$ cat src/include/sdrlp_pkg.sv
// Shared constants and types of the SDRAM controller local port.
// Assumes one 100 MHz user clock shared by the master and the controller.
package sdrlp_pkg;

    // ==========================================================
    // Rate and widths
    // ==========================================================
    localparam int HALF_RATE = 0;
    localparam int RATE_DROP = (HALF_RATE != 0) ? 2 : 1;
    localparam int MEM_DQ_W = 16;
    localparam int LOCAL_DW = MEM_DQ_W * (1 << RATE_DROP);
    localparam int BE_W = LOCAL_DW / 8;
    localparam int CHIP_BITS = 1;
    localparam int CS_W = 1 << CHIP_BITS;
    localparam int ROW_BITS = 13;
    localparam int BANK_BITS = 2;
    localparam int COL_BITS = 10;
    localparam int ADDR_W = CHIP_BITS + ROW_BITS + BANK_BITS + COL_BITS
        - RATE_DROP;
    localparam int MAX_BURST = 64;
    localparam int SIZE_W = $clog2(MAX_BURST) + 1;
    localparam int QUEUE_DEPTH = 8;
    localparam int QCNT_W = $clog2(QUEUE_DEPTH) + 1;
    localparam int QPTR_W = $clog2(QUEUE_DEPTH);

    // ==========================================================
    // Build options
    // ==========================================================
    typedef enum logic {SDRLP_ORD_RBC, SDRLP_ORD_BRC} sdrlp_order_t;
    localparam sdrlp_order_t ADDR_ORDER = SDRLP_ORD_RBC;
    localparam bit USER_REFRESH = 1'b1;
    localparam bit ECC_EN = 1'b1;

    // ==========================================================
    // Timing
    // ==========================================================
    localparam int CLK_MHZ = 100;
    localparam int REFI_NS = 7800;
    localparam int REFI_CYC = REFI_NS * CLK_MHZ / 1000;
    localparam int RFC_NS = 130;
    localparam int RFC_CYC = (RFC_NS * CLK_MHZ + 999) / 1000;
    localparam int XS_NS = 140;
    localparam int XS_CYC = (XS_NS * CLK_MHZ + 999) / 1000;
    localparam int TMR_W = 10;

    // ==========================================================
    // Memory-side commands
    // ==========================================================
    typedef enum logic [2:0] {
        SDRLP_MC_NOP, SDRLP_MC_READ, SDRLP_MC_WRITE, SDRLP_MC_REFRESH,
        SDRLP_MC_SR_ENTER, SDRLP_MC_SR_EXIT
    } sdrlp_mcmd_t;

endpackage : sdrlp_pkg

$ cat src/include/sdrlp_if.sv
// Local port between the user master and the SDRAM controller.
// Assumes both ends share the clock and reset given to them directly.
`timescale 1ns/100ps
interface sdrlp_if;
    import sdrlp_pkg::*;

    logic writeReq;
    logic readReq;
    logic burstBegin;
    logic [ADDR_W-1:0] addr;
    logic [SIZE_W-1:0] size;
    logic [LOCAL_DW-1:0] wdata;
    logic [BE_W-1:0] byteLaneEnables;
    logic autoPchReq;
    logic refreshReq;
    logic [CS_W-1:0] refreshChip;
    logic selfRfshReq;
    logic [CS_W-1:0] selfRfshChip;
    logic ready;
    logic refreshAck;
    logic selfRfshAck;
    logic initDone;
    logic [LOCAL_DW-1:0] rdata;
    logic rdataValid;
    logic rdataError;

    modport dev(
        input writeReq, readReq, burstBegin, addr, size, wdata,
        input byteLaneEnables, autoPchReq, refreshReq, refreshChip,
        input selfRfshReq, selfRfshChip,
        output ready, refreshAck, selfRfshAck, initDone,
        output rdata, rdataValid, rdataError
    );
    modport host(
        output writeReq, readReq, burstBegin, addr, size, wdata,
        output byteLaneEnables, autoPchReq, refreshReq, refreshChip,
        output selfRfshReq, selfRfshChip,
        input ready, refreshAck, selfRfshAck, initDone,
        input rdata, rdataValid, rdataError
    );
endinterface : sdrlp_if

$ cat src/logic/sdrlp_addr_map.sv
// Splits a local word address into chip, row, bank and column fields.
// Assumes a combinational use inside the controller.
`timescale 1ns/100ps
module sdrlp_addr_map
    import sdrlp_pkg::*;
(
    input wire logic [ADDR_W-1:0] localAddr,
    output logic [CHIP_BITS-1:0] chip,
    output logic [ROW_BITS-1:0] row,
    output logic [BANK_BITS-1:0] bank,
    output logic [COL_BITS-1:0] col
);
    logic [COL_BITS-RATE_DROP-1:0] colHi;

    always_comb begin
        if (ADDR_ORDER == SDRLP_ORD_RBC) begin
            {chip, row, bank, colHi} = localAddr;
        end else begin
            {chip, bank, row, colHi} = localAddr;
        end
        // Each local word spans several memory words, so low bits are 0.
        col = {colHi, {RATE_DROP{1'b0}}};
    end
endmodule : sdrlp_addr_map

$ cat src/logic/sdrlp_ctrl.sv
// SDRAM controller end of the local port: request queue, scheduler,
// refresh, self-refresh and read return.
// Assumes a physical layer on the same clock that executes one memory
// command per cycle and returns read words in request order.
// Behaviour
// - Full rate: address drops one column bit.
// - Half rate: address drops two column bits.
// - Row above bank above column by default.
// - Data mask is inverse of byte enables.
// - Local data twice or four times memory.
// - Master pulses burst start once per write.
// - Master holds write signals while not ready.
// - Master pulses start with read, holds read.
// - Burst start sampled only with write request.
// - Never read and write together.
// - No requests before reset release.
// - Pending refresh precedes queued accesses.
// - Refresh only ranks with mask set.
// - Beat count one to sixty-four, binary.
// - Auto-precharge request gives precharging access.
// - Self-refresh held while requested, acknowledged.
// - Self-refresh only ranks with mask set.
// - Init-done flag follows sequencer completion.
// - Requests accepted early, issued after ready.
// - Error flag rides with read valid.
// - Read valid exactly with returned data.
// - Accept when ready; eight requests buffered.
// - One-cycle pulse per issued refresh.
//
`timescale 1ns/100ps
module sdrlp_ctrl
    import sdrlp_pkg::*;
(
    input wire logic clk,
    input wire logic nrst,
    input wire logic ce,
    sdrlp_if.dev bus,
    input wire logic seqReady,
    input wire logic [LOCAL_DW-1:0] memRdata,
    input wire logic memRdValid,
    input wire logic memRdError,
    output sdrlp_mcmd_t memCmd,
    output logic [CHIP_BITS-1:0] memChip,
    output logic [ROW_BITS-1:0] memRow,
    output logic [BANK_BITS-1:0] memBank,
    output logic [COL_BITS-1:0] memCol,
    output logic memAutoPch,
    output logic [LOCAL_DW-1:0] memWdata,
    output logic [BE_W-1:0] memoryDataMask,
    output logic [CS_W-1:0] memRankMask
);
    // ==========================================================
    // Types and state
    // ==========================================================
    typedef enum logic [2:0] {
        SDRLP_S_INIT, SDRLP_S_IDLE, SDRLP_S_READ, SDRLP_S_SELF, SDRLP_S_SRX
    } sdrlp_dstate_t;

    typedef struct packed {
        logic write;
        logic [ADDR_W-1:0] addr;
        logic [SIZE_W-1:0] size;
        logic [LOCAL_DW-1:0] data;
        logic [BE_W-1:0] be;
        logic autoPch;
    } sdrlp_req_t;

    typedef struct packed {
        sdrlp_req_t [QUEUE_DEPTH-1:0] q;
        logic [QPTR_W-1:0] head;
        logic [QPTR_W-1:0] tail;
        logic [QCNT_W-1:0] count;
        logic ready;
        logic [ADDR_W-1:0] wBase;
        logic [SIZE_W-1:0] wBeat;
        sdrlp_dstate_t fsm;
        sdrlp_req_t cur;
        logic [SIZE_W-1:0] beat;
        logic [TMR_W-1:0] tmr;
        logic [TMR_W-1:0] refiCnt;
        logic refPending;
        logic initDone;
        logic [LOCAL_DW-1:0] rdata;
        logic rdValid;
        logic rdError;
        logic refAck;
        logic srAck;
        sdrlp_mcmd_t memCmd;
        logic [CHIP_BITS-1:0] chip;
        logic [ROW_BITS-1:0] row;
        logic [BANK_BITS-1:0] bank;
        logic [COL_BITS-1:0] col;
        logic autoPch;
        logic [LOCAL_DW-1:0] wdata;
        logic [BE_W-1:0] dm;
        logic [CS_W-1:0] rank;
    } sdrlp_dstate_s_t;

    sdrlp_dstate_s_t s_r;
    sdrlp_dstate_s_t s_nxt;

    function automatic logic [ADDR_W-1:0] addrAdd(
        input logic [ADDR_W-1:0] base,
        input logic [SIZE_W-1:0] off
    );
        addrAdd = ADDR_W'(base + ADDR_W'(off));
    endfunction : addrAdd

    // ==========================================================
    // Address mapping
    // ==========================================================
    sdrlp_req_t headReq;
    logic [ADDR_W-1:0] mapAddr;
    logic [CHIP_BITS-1:0] mapChip;
    logic [ROW_BITS-1:0] mapRow;
    logic [BANK_BITS-1:0] mapBank;
    logic [COL_BITS-1:0] mapCol;

    assign headReq = s_r.q[s_r.head];
    assign mapAddr = (s_r.fsm == SDRLP_S_READ)
        ? addrAdd(s_r.cur.addr, s_r.beat) : headReq.addr;

    sdrlp_addr_map u_map (
        .localAddr(mapAddr),
        .chip(mapChip),
        .row(mapRow),
        .bank(mapBank),
        .col(mapCol)
    );

    // ==========================================================
    // Next state
    // ==========================================================
    logic push;
    logic pop;
    logic refWant;
    logic [CS_W-1:0] refMask;
    sdrlp_req_t newReq;

    always_comb begin
        s_nxt = s_r;
        push = 1'b0;
        pop = 1'b0;
        newReq = '0;
        s_nxt.refAck = 1'b0;
        s_nxt.memCmd = SDRLP_MC_NOP;
        s_nxt.autoPch = 1'b0;
        s_nxt.initDone = s_r.initDone | seqReady;

        // Read return straight from the physical layer.
        s_nxt.rdValid = memRdValid;
        s_nxt.rdError = memRdValid & ECC_EN & memRdError;
        if (memRdValid) begin
            s_nxt.rdata = memRdata;
        end

        // Request intake; each write beat becomes one queue entry.
        if (s_r.ready && (bus.writeReq || bus.readReq)) begin
            push = 1'b1;
            newReq.write = bus.writeReq;
            newReq.data = bus.wdata;
            newReq.be = bus.byteLaneEnables;
            newReq.autoPch = bus.autoPchReq;
            if (bus.writeReq) begin
                newReq.size = SIZE_W'(1);
                if (bus.burstBegin) begin
                    newReq.addr = bus.addr;
                    s_nxt.wBase = bus.addr;
                    s_nxt.wBeat = SIZE_W'(1);
                end else begin
                    newReq.addr = addrAdd(s_r.wBase, s_r.wBeat);
                    s_nxt.wBeat = SIZE_W'(s_r.wBeat + 1'b1);
                end
            end else begin
                newReq.addr = bus.addr;
                newReq.size = bus.size;
            end
            s_nxt.q[s_r.tail] = newReq;
            s_nxt.tail = QPTR_W'(s_r.tail + 1'b1);
        end

        // Refresh source: user level, or the internal interval timer.
        if (!USER_REFRESH) begin
            if (s_r.refiCnt == '0) begin
                s_nxt.refiCnt = TMR_W'(REFI_CYC - 1);
                s_nxt.refPending = 1'b1;
            end else begin
                s_nxt.refiCnt = TMR_W'(s_r.refiCnt - 1'b1);
            end
        end
        refWant = USER_REFRESH ? bus.refreshReq : s_r.refPending;
        refMask = USER_REFRESH ? bus.refreshChip : {CS_W{1'b1}};
        if (s_r.tmr != '0) begin
            s_nxt.tmr = TMR_W'(s_r.tmr - 1'b1);
        end

        case (s_r.fsm)
            SDRLP_S_INIT: begin
                if (s_r.initDone) begin
                    s_nxt.fsm = SDRLP_S_IDLE;
                end
            end
            SDRLP_S_IDLE: begin
                if (s_r.tmr != '0) begin
                    s_nxt.fsm = SDRLP_S_IDLE;
                end else if (bus.selfRfshReq) begin
                    s_nxt.memCmd = SDRLP_MC_SR_ENTER;
                    s_nxt.rank = bus.selfRfshChip;
                    s_nxt.srAck = 1'b1;
                    s_nxt.fsm = SDRLP_S_SELF;
                end else if (refWant) begin
                    s_nxt.memCmd = SDRLP_MC_REFRESH;
                    s_nxt.rank = refMask;
                    s_nxt.refAck = 1'b1;
                    s_nxt.refPending = 1'b0;
                    s_nxt.tmr = TMR_W'(RFC_CYC);
                end else if (s_r.count != '0) begin
                    pop = 1'b1;
                    if (headReq.write) begin
                        s_nxt.memCmd = SDRLP_MC_WRITE;
                        s_nxt.chip = mapChip;
                        s_nxt.row = mapRow;
                        s_nxt.bank = mapBank;
                        s_nxt.col = mapCol;
                        s_nxt.autoPch = headReq.autoPch;
                        s_nxt.wdata = headReq.data;
                        s_nxt.dm = ~headReq.be;
                        s_nxt.rank = CS_W'(1) << mapChip;
                    end else begin
                        s_nxt.cur = headReq;
                        s_nxt.beat = '0;
                        s_nxt.fsm = SDRLP_S_READ;
                    end
                end
            end
            SDRLP_S_READ: begin
                // A read in progress is never cut by a refresh.
                s_nxt.memCmd = SDRLP_MC_READ;
                s_nxt.chip = mapChip;
                s_nxt.row = mapRow;
                s_nxt.bank = mapBank;
                s_nxt.col = mapCol;
                s_nxt.rank = CS_W'(1) << mapChip;
                s_nxt.beat = SIZE_W'(s_r.beat + 1'b1);
                if (SIZE_W'(s_r.beat + 1'b1) >= s_r.cur.size) begin
                    s_nxt.autoPch = s_r.cur.autoPch;
                    s_nxt.fsm = SDRLP_S_IDLE;
                end
            end
            SDRLP_S_SELF: begin
                if (!bus.selfRfshReq) begin
                    s_nxt.memCmd = SDRLP_MC_SR_EXIT;
                    s_nxt.tmr = TMR_W'(XS_CYC);
                    s_nxt.fsm = SDRLP_S_SRX;
                end
            end
            SDRLP_S_SRX: begin
                if (s_r.tmr == '0) begin
                    s_nxt.srAck = 1'b0;
                    s_nxt.fsm = SDRLP_S_IDLE;
                end
            end
            default: begin
                s_nxt.fsm = SDRLP_S_INIT;
            end
        endcase

        if (pop) begin
            s_nxt.head = QPTR_W'(s_r.head + 1'b1);
        end
        s_nxt.count = QCNT_W'(s_r.count + QCNT_W'(push) - QCNT_W'(pop));
        s_nxt.ready = (s_nxt.count < QCNT_W'(QUEUE_DEPTH));
    end

    always_ff @(posedge clk or negedge nrst) begin
        if (!nrst) begin
            s_r <= '0;
        end else if (ce) begin
            s_r <= s_nxt;
        end
    end

    // ==========================================================
    // Outputs
    // ==========================================================
    assign bus.ready = s_r.ready;
    assign bus.refreshAck = s_r.refAck;
    assign bus.selfRfshAck = s_r.srAck;
    assign bus.initDone = s_r.initDone;
    assign bus.rdata = s_r.rdata;
    assign bus.rdataValid = s_r.rdValid;
    assign bus.rdataError = s_r.rdError;
    assign memCmd = s_r.memCmd;
    assign memChip = s_r.chip;
    assign memRow = s_r.row;
    assign memBank = s_r.bank;
    assign memCol = s_r.col;
    assign memAutoPch = s_r.autoPch;
    assign memWdata = s_r.wdata;
    assign memoryDataMask = s_r.dm;
    assign memRankMask = s_r.rank;
endmodule : sdrlp_ctrl

$ cat src/flat_wrapper.sv
// flat-port wrapper written by rule: the top's interface ports become plain ports
module sdrlp_ctrl_flat import sdrlp_pkg::*;
  (clk, nrst, ce, seqReady, memRdata, memRdValid, memRdError, memCmd, memChip, memRow, memBank, memCol, memAutoPch, memWdata, memoryDataMask, memRankMask, bus_writeReq, bus_readReq, bus_burstBegin, bus_addr, bus_size, bus_wdata, bus_byteLaneEnables, bus_autoPchReq, bus_refreshReq, bus_refreshChip, bus_selfRfshReq, bus_selfRfshChip, bus_ready, bus_refreshAck, bus_selfRfshAck, bus_initDone, bus_rdata, bus_rdataValid, bus_rdataError);
  sdrlp_if bus_i ();
  input wire logic clk;
  input wire logic nrst;
  input wire logic ce;
  input wire logic seqReady;
  input wire logic [LOCAL_DW-1:0] memRdata;
  input wire logic memRdValid;
  input wire logic memRdError;
  output sdrlp_mcmd_t memCmd;
  output logic [CHIP_BITS-1:0] memChip;
  output logic [ROW_BITS-1:0] memRow;
  output logic [BANK_BITS-1:0] memBank;
  output logic [COL_BITS-1:0] memCol;
  output logic memAutoPch;
  output logic [LOCAL_DW-1:0] memWdata;
  output logic [BE_W-1:0] memoryDataMask;
  output logic [CS_W-1:0] memRankMask;
  input wire logic [$bits(bus_i.writeReq)-1:0] bus_writeReq;
  input wire logic [$bits(bus_i.readReq)-1:0] bus_readReq;
  input wire logic [$bits(bus_i.burstBegin)-1:0] bus_burstBegin;
  input wire logic [$bits(bus_i.addr)-1:0] bus_addr;
  input wire logic [$bits(bus_i.size)-1:0] bus_size;
  input wire logic [$bits(bus_i.wdata)-1:0] bus_wdata;
  input wire logic [$bits(bus_i.byteLaneEnables)-1:0] bus_byteLaneEnables;
  input wire logic [$bits(bus_i.autoPchReq)-1:0] bus_autoPchReq;
  input wire logic [$bits(bus_i.refreshReq)-1:0] bus_refreshReq;
  input wire logic [$bits(bus_i.refreshChip)-1:0] bus_refreshChip;
  input wire logic [$bits(bus_i.selfRfshReq)-1:0] bus_selfRfshReq;
  input wire logic [$bits(bus_i.selfRfshChip)-1:0] bus_selfRfshChip;
  output wire logic [$bits(bus_i.ready)-1:0] bus_ready;
  output wire logic [$bits(bus_i.refreshAck)-1:0] bus_refreshAck;
  output wire logic [$bits(bus_i.selfRfshAck)-1:0] bus_selfRfshAck;
  output wire logic [$bits(bus_i.initDone)-1:0] bus_initDone;
  output wire logic [$bits(bus_i.rdata)-1:0] bus_rdata;
  output wire logic [$bits(bus_i.rdataValid)-1:0] bus_rdataValid;
  output wire logic [$bits(bus_i.rdataError)-1:0] bus_rdataError;
  assign bus_i.writeReq = bus_writeReq;
  assign bus_i.readReq = bus_readReq;
  assign bus_i.burstBegin = bus_burstBegin;
  assign bus_i.addr = bus_addr;
  assign bus_i.size = bus_size;
  assign bus_i.wdata = bus_wdata;
  assign bus_i.byteLaneEnables = bus_byteLaneEnables;
  assign bus_i.autoPchReq = bus_autoPchReq;
  assign bus_i.refreshReq = bus_refreshReq;
  assign bus_i.refreshChip = bus_refreshChip;
  assign bus_i.selfRfshReq = bus_selfRfshReq;
  assign bus_i.selfRfshChip = bus_selfRfshChip;
  assign bus_ready = bus_i.ready;
  assign bus_refreshAck = bus_i.refreshAck;
  assign bus_selfRfshAck = bus_i.selfRfshAck;
  assign bus_initDone = bus_i.initDone;
  assign bus_rdata = bus_i.rdata;
  assign bus_rdataValid = bus_i.rdataValid;
  assign bus_rdataError = bus_i.rdataError;
  sdrlp_ctrl u_core (.clk(clk), .nrst(nrst), .ce(ce), .bus(bus_i), .seqReady(seqReady), .memRdata(memRdata), .memRdValid(memRdValid), .memRdError(memRdError), .memCmd(memCmd), .memChip(memChip), .memRow(memRow), .memBank(memBank), .memCol(memCol), .memAutoPch(memAutoPch), .memWdata(memWdata), .memoryDataMask(memoryDataMask), .memRankMask(memRankMask));
endmodule
$ cat config.mk
export PLATFORM = sky130hd
export DESIGN_NAME = sdrlp_ctrl_flat
export DESIGN_NICKNAME = d
export VERILOG_FILES = /design/src/include/sdrlp_pkg.sv /design/src/include/sdrlp_if.sv /design/src/logic/sdrlp_addr_map.sv /design/src/logic/sdrlp_ctrl.sv /design/src/flat_wrapper.sv
export SDC_FILE = /design/constraint.sdc
export NUM_CORES = 1
export LEC_CHECK = 0
export BUFFER_PORTS_ARGS = -buffer_cell sky130_fd_sc_hd__buf_4
export CELL_PAD_IN_SITES_DETAIL_PLACEMENT = 1
export CELL_PAD_IN_SITES_GLOBAL_PLACEMENT = 1
export CORE_AREA = 2 2 305 307
export CTS_BUF_LIST = sky130_fd_sc_hd__clkbuf_4 sky130_fd_sc_hd__clkbuf_8 sky130_fd_sc_hd__clkbuf_16
export DETAILED_ROUTE_END_ITERATION = 12
export DIE_AREA = 0 0 307 309
export MAX_ROUTING_LAYER = met4
export PLACE_DENSITY_LB_ADDON = 0.1
export SYNTH_ARGS = -nofsm -noshare
export SYNTH_HDL_FRONTEND = slang
export SYNTH_HIERARCHICAL = 1
export SYNTH_SLANG_ARGS = --single-unit
$ cat constraint.sdc
create_clock -name clk -period 4.16 [get_ports clk]
set_input_delay 0.208 -clock clk [delete_from_list [all_inputs] [get_ports clk]]
set_output_delay 0.208 -clock clk [all_outputs]
set_load 0.01 [all_outputs]
# After elaboration in Yosys (flattened, before gate mapping)
# Cells that the tools add are included.
[word_totals]
out_inout_bits = 106
ff_bits = 797
[op_classes]
n_lt_le_gt_ge = 5
shift = 1
n_addsub = 9
eq_ne = 20
n_bitwise = 7
n_mux = 53
n_reduce_logical = 21
[op_table]
columns = ["op", "count"]
rows = [
  ["$bwmux W560", 1],
  ["$mux W80", 3],
  ["$bmux W70 S3", 1],
  ["$demux W70 S3", 1],
  ["$mux W70", 3],
  ["$mux W63", 2],
  ["$mux W68", 1],
  ["$mux W67", 1],
  ["$mux W32", 2],
  ["$pmux W27 S2", 1],
  ["$add A25 B7 Y25", 2],
  ["$mux W25", 2],
  ["$mux W17", 2],
  ["$mux W10", 3],
  ["$reduce_and A7 Y1", 4],
  ["$mux W3", 9],
  ["$pmux W10 S2", 1],
  ["$pmux W3 S5", 1],
  ["$add A7 B1 Y7 const B", 2],
  ["$ne A2 B2 Y1 const B", 7],
  ["$pmux W7 S2", 1],
  ["$mux W1", 12],
  ["$ne A4 B3 Y1 const B", 3],
  ["$logic_not A10 Y1", 1],
  ["other kinds (35)", 50],
]

# Longest topological paths before layout
[depth]
ltp_word = 10
mapped_depth = 14
ltp_nobuf = 13

# Hierarchy
# The synthesis kept the hierarchy.
[modules_own_cells]
columns = ["module", "seq_area_each_um2", "cells_each", "instances", "area_each_um2"]
rows = [
  ["sdrlp_ctrl", 19043.3, 3539, 1, 36048.3],
  ["sdrlp_addr_map", 0.0, 27, 1, 198.9],
]

# Worst setup path before layout
# No wires, ideal clock.
[synth_path]
path_kind = "flip-flop to flip-flop"
from = "register u_core/s_r[126] in the netlist's numbering"
to = "register u_core.s_r (netlist bit u_core/memRankMask[1])"
n_path_buf = 2
slack_ps = 917
stages_incl_launch_ff = 14
arrival_ps = 3118
cell_sequence = "dfrtp_1 > ha_1 > fa_1 > a21o_1 > a21oi_1 > o21bai_1 > a31oi_1 > clkbuf_1 > a211oi_1 > buf_4 > mux2i_1 > o21ai_0 > a31o_2 > mux2_2"
[synth_via]
elab_chain_cells = 9
[synth_lines]
columns = ["item", "line", "rtl"]
rows = [
  ["start, declared", "sdrlp_ctrl.sv:99", "sdrlp_dstate_s_t s_r;"],
  ["start signal, assigned", "sdrlp_ctrl.sv:279", "s_r <= s_nxt;"],
  ["$add A25 B7 Y25 (*)", "sdrlp_ctrl.sv:106", "addrAdd = ADDR_W'(base + ADDR_W'(off));"],
  ["$mux W25 (*)", "sdrlp_ctrl.sv:121", "? addrAdd(s_r.cur.addr, s_r.beat) : headReq.addr;"],
  ["net u_core.mapAddr[24]", "sdrlp_ctrl.sv:113", "logic [ADDR_W-1:0] mapAddr;"],
  ["$shl A1 B1 Y2 (*)", "sdrlp_ctrl.sv:228, sdrlp_ctrl.sv:243", ""],
  ["$mux W67", "sdrlp_ctrl.sv:219", "if (headReq.write) begin"],
  ["$mux W68", "sdrlp_ctrl.sv:217", "end else if (s_r.count != '0) begin"],
  ["$mux W2", "sdrlp_ctrl.sv:211", "end else if (refWant) begin"],
  ["$mux W2", "sdrlp_ctrl.sv:206", "end else if (bus.selfRfshReq) begin"],
  ["$mux W70", "sdrlp_ctrl.sv:204", "if (s_r.tmr != '0) begin"],
  ["$pmux W2 S2 (*)", "sdrlp_ctrl.sv:197", "case (s_r.fsm)"],
]
# The timed path passes the listed nets; every way through them passes the cells marked *. The select of a mux whose other input is x is not followed.
# A chain may end at the register's enable or synchronous reset.

# Worst setup path after layout
[layout_path]
from = "register u_core/s_r[206] in the netlist's numbering"
to = "register u_core/s_r[375] in the netlist's numbering"
[layout_via]
elab_chain_cells = 5
[layout_lines]
columns = ["item", "line", "rtl"]
rows = [
  ["$add A25 B7 Y25", "sdrlp_ctrl.sv:106", ""],
  ["$mux W25", "sdrlp_ctrl.sv:166", "if (bus.burstBegin) begin"],
  ["$mux W32", "sdrlp_ctrl.sv:164", "if (bus.writeReq) begin"],
  ["$mux W32", "sdrlp_ctrl.sv:158", "if (s_r.ready && (bus.writeReq || bus.readReq)) begin"],
  ["$bwmux W560", "sdrlp_ctrl.sv:178", "s_nxt.q[s_r.tail] = newReq;"],
]
# Every way passes these cells. The select of a mux whose other input is x is not followed.

==> reports/qor.yml <==
crit_path_start_kind: "flip-flop"
leakagePower_nw: 19.9
status: "completed"
hold_buffers: 103
yosysTopAreaCell: "dfrtp_1"
syn_nets: 3717
cts_root_buf: "clkbuf_16"
start_util_pct: 39.7
grt_pass1_vias: 29706
maxSlewHeadroom_pct: 31.5
fin_crit_ns: 3.40
io-pin-count: 222
grt_pass1_wl_mm: 176
syn_avg_cell_area_um2: 10.2
regToRegStartpoint: "u_core/s_r[206]"
holdPathStages: 4
yosys_most_used_dff: "dfrtp_1"
worstMarginPinSlew_ns: 1.03
max-vdd-ir-drop_v: 0.000380
critPathMostFrequentCell: "a21o_1"
use_met2_pct: 40.9
cp_slowest_cell: "a2111oi_2"
grt_antenna_before_repair: 6
overflow: 0
fillers: 9979
cp_cell_sequence: "ha_1 > fa_1 > a21o_1 > a21o_1 > a21oi_1 > nor2_1 > a2111oi_2 > o21ai_0"
synth_most_common_cell: "nand2_1"
yosysWarnings: 6
cp-end-kind: "flip-flop"
vias_per_cell: 5.36
core_area_mm2: 0.0914
ctsResizeCount: 0
finClkSkew_ns: 0.0234
grt_use_total_pct: 24.6
placed_area_mm2: 0.0383
finalCritPeriodShare_pct: 81.8
hold_end: "u_core/memCmd[0]"
cts.sinks: 761
finalSetupTns_ns: 0
hold_viol: 0
cts_htree_levels: 3
totalPowerFinal_mw: 28.4
synthTopCellsByCount: "1240 x nand2_1, 761 x dfrtp_1, 288 x o21ai_0"
drive_gt1_share_pct: 21.1
cellPowerDensity_mw_per_mm2: 671
clock_latency_ns: 0.65
grt_start_max_net_pins: 101
timing.rr.end: "u_core/s_r[375]"
drtPass1Iterations: 5
die_h_um: 309
synth_edf_count: 0
worst-path-max-fanout: 9
gr-usage-met3_pct: 2.97
antenna_left: 0
final_area_mm2: 0.0424
cp_slowest_stage_delay_ns: 0.68
fin_cells: 4959
cts_buffers: 92
dp_cells: 4684
drtIter0Drc: 1413
clock.fmax_mhz: 294
drcViolationCount: 0
dpl.hpwl_mm: 69.3
yosys-top-cells-area: "dfrtp_1 53%, nand2_1 13%, mux4_2 8.6%"
post_cts_buffers: 0
portBuffers: 221
worstSetupPathType: "reg2reg"
rsz0062_at_grt: "false"
synth_top_area_share_pct: 52.5
worstHoldStart: "bus_selfRfshReq"
synthDistinctLibCells: 76
top_usage_layer: "met2"
hp-class: "in2reg"
ys_seq_elements: 761
final_max_slew_viol_count: 0
rows: 111
cts_max_path_buffers: 3
layout.nets: 3846
num_vias: 26567
routed_wl_mm: 111
cp_data_required_time_ns: 4.64
cts_tree: "done"
cts.clk_slew.worst_paths_ns: 0.06
gp_congestion: 0.807
die_area_mm2: 0.0949
crit_arrival_ns: 3.89
drv_cap: 0
ys_seq_area_share_pct: 52.5
wire_per_inst_um: 22.4
die_w_um: 307
ff2ff_setup_slack_ns: 0.76
reg2reg_depth: 8
syn_to_final_growth_pct: 16.9
syn-cell-area_mm2: 0.0362
grt_util_met1_pct: 32.4
syn_inst: 3566
async_flop_share_pct: 100
setup_viol: 0
holdWs_ns: 0.0558
## how the worst max path moves through the flow
stage | slack [ns] | end | cells past startpoint | start
final | 0.76 | u_core/s_r[375] | 8 | u_core/s_r[206]
after global routing | 0.45 | u_core/s_r[445] | 8 | u_core/s_r[206]
after CTS | 0.76 | u_core/s_r[375] | 8 | u_core/s_r[206]
after detailed placement | 0.79 | u_core/s_r[725] | 8 | u_core/s_r[206]
after global placement | 0.85 | u_core/memRankMask[1] | 13 | u_core/s_r[126]
after floorplan | 0.92 | u_core/memRankMask[1] | 13 | u_core/s_r[126]
## through the flow
stage / utilization [%] / setup WS [ns]
finish: 46.4 / 0.755
global route: 46.4 / 0.450
CTS: 46.3 / 0.761
detailed placement: 41.9 / 0.785
global placement: 41.9 / 0.848
floorplan: - / 0.917
## metal layers
layer / up-vias / wire length, um
li1: 12160 / -
met1: 13860 / 51000
met2: 420 / 54400
met3: 127 / 3670
met4: 0 / 1880
met5: - / 0
## sequential cells by signal, indices dropped and copies added (netlist names), 3 cells and up
register	count
u_core/memRow	13
u_core/s_r	655
u_core/memCol	10
u_core/bus.rdata	32
u_core/memWdata	32
u_core/memCmd	3
u_core/memoryDataMask	4
## layout make-up
cell class | instances | area, um^2 | area share, %
Timing Repair Buffer | 407 | 3560 | 8.40
Clock inverter | 18 | 100 | 0.236
Inverter | 30 | 113 | 0.266
Tap cell | 1186 | 1480 | 3.50
Multi-Input combinational cell | 2403 | 15100 | 35.7
Clock buffer | 149 | 2910 | 6.86
Antenna cell | 5 | 12.5 | 0.0295
Sequential cell | 761 | 19100 | 45.0
## cells in the final DEF (no fill, tap or decap), types with 23 or more instances in the layout
| master | n |
|---|---|
| nor2_1 | 92 |
| clkbuf_16 | 95 |
| nand2_1 | 1234 |
| mux2_2 | 143 |
| clkbuf_4 | 34 |
| a21oi_1 | 89 |
| ha_1 | 32 |
| o21ai_0 | 288 |
| inv_1 | 30 |
| mux2i_1 | 66 |
| a21o_1 | 23 |
| dlygate4sd3_1 | 103 |
| buf_4 | 284 |
| nand3_1 | 27 |
| mux4_2 | 139 |
| dfrtp_1 | 758 |
## critical path: cells and delay by family, from the launching register on
| family | cells | cell delay [ns] |
|---|---|---|
| adders and majority gates | 2 | 0.68 |
| AOI/OAI and AO/OA | 5 | 1.91 |
| and+or+nand+nor | 1 | 0.24 |
| DFF | 1 | 0.42 |
## cell families (layout without fill, tap and decap cells)
| logic type | count (synthesis) | after routing | synth area share (%) |
|---|---|---|---|
| mux | 350 | 350 | 15.0 |
| flops | 761 | 761 | 52.5 |
| fa+ha+maj | 35 | 35 | 1.27 |
| xor+xnor | 31 | 31 | 0.749 |
| other cells | 1 | 6 | 0.0103 |
| simple gates | 1491 | 1491 | 16.6 |
| compound gates | 495 | 495 | 7.75 |
| buf+inv | 402 | 604 | 6.04 |
## where the power goes
| part | internal (mW) | total (mW) | switching, mW | leakage (nW) |
|---|---|---|---|---|
| registers | 10.2 | 12.0 | 1.81 | 9.85 |
| clock network | 4.76 | 7.92 | 3.15 | 1.54 |
| logic | 3.96 | 8.51 | 4.54 | 8.53 |
| total | 18.9 | 28.4 | 9.51 | 19.9 |
Power figures use the tool's default switching activity.
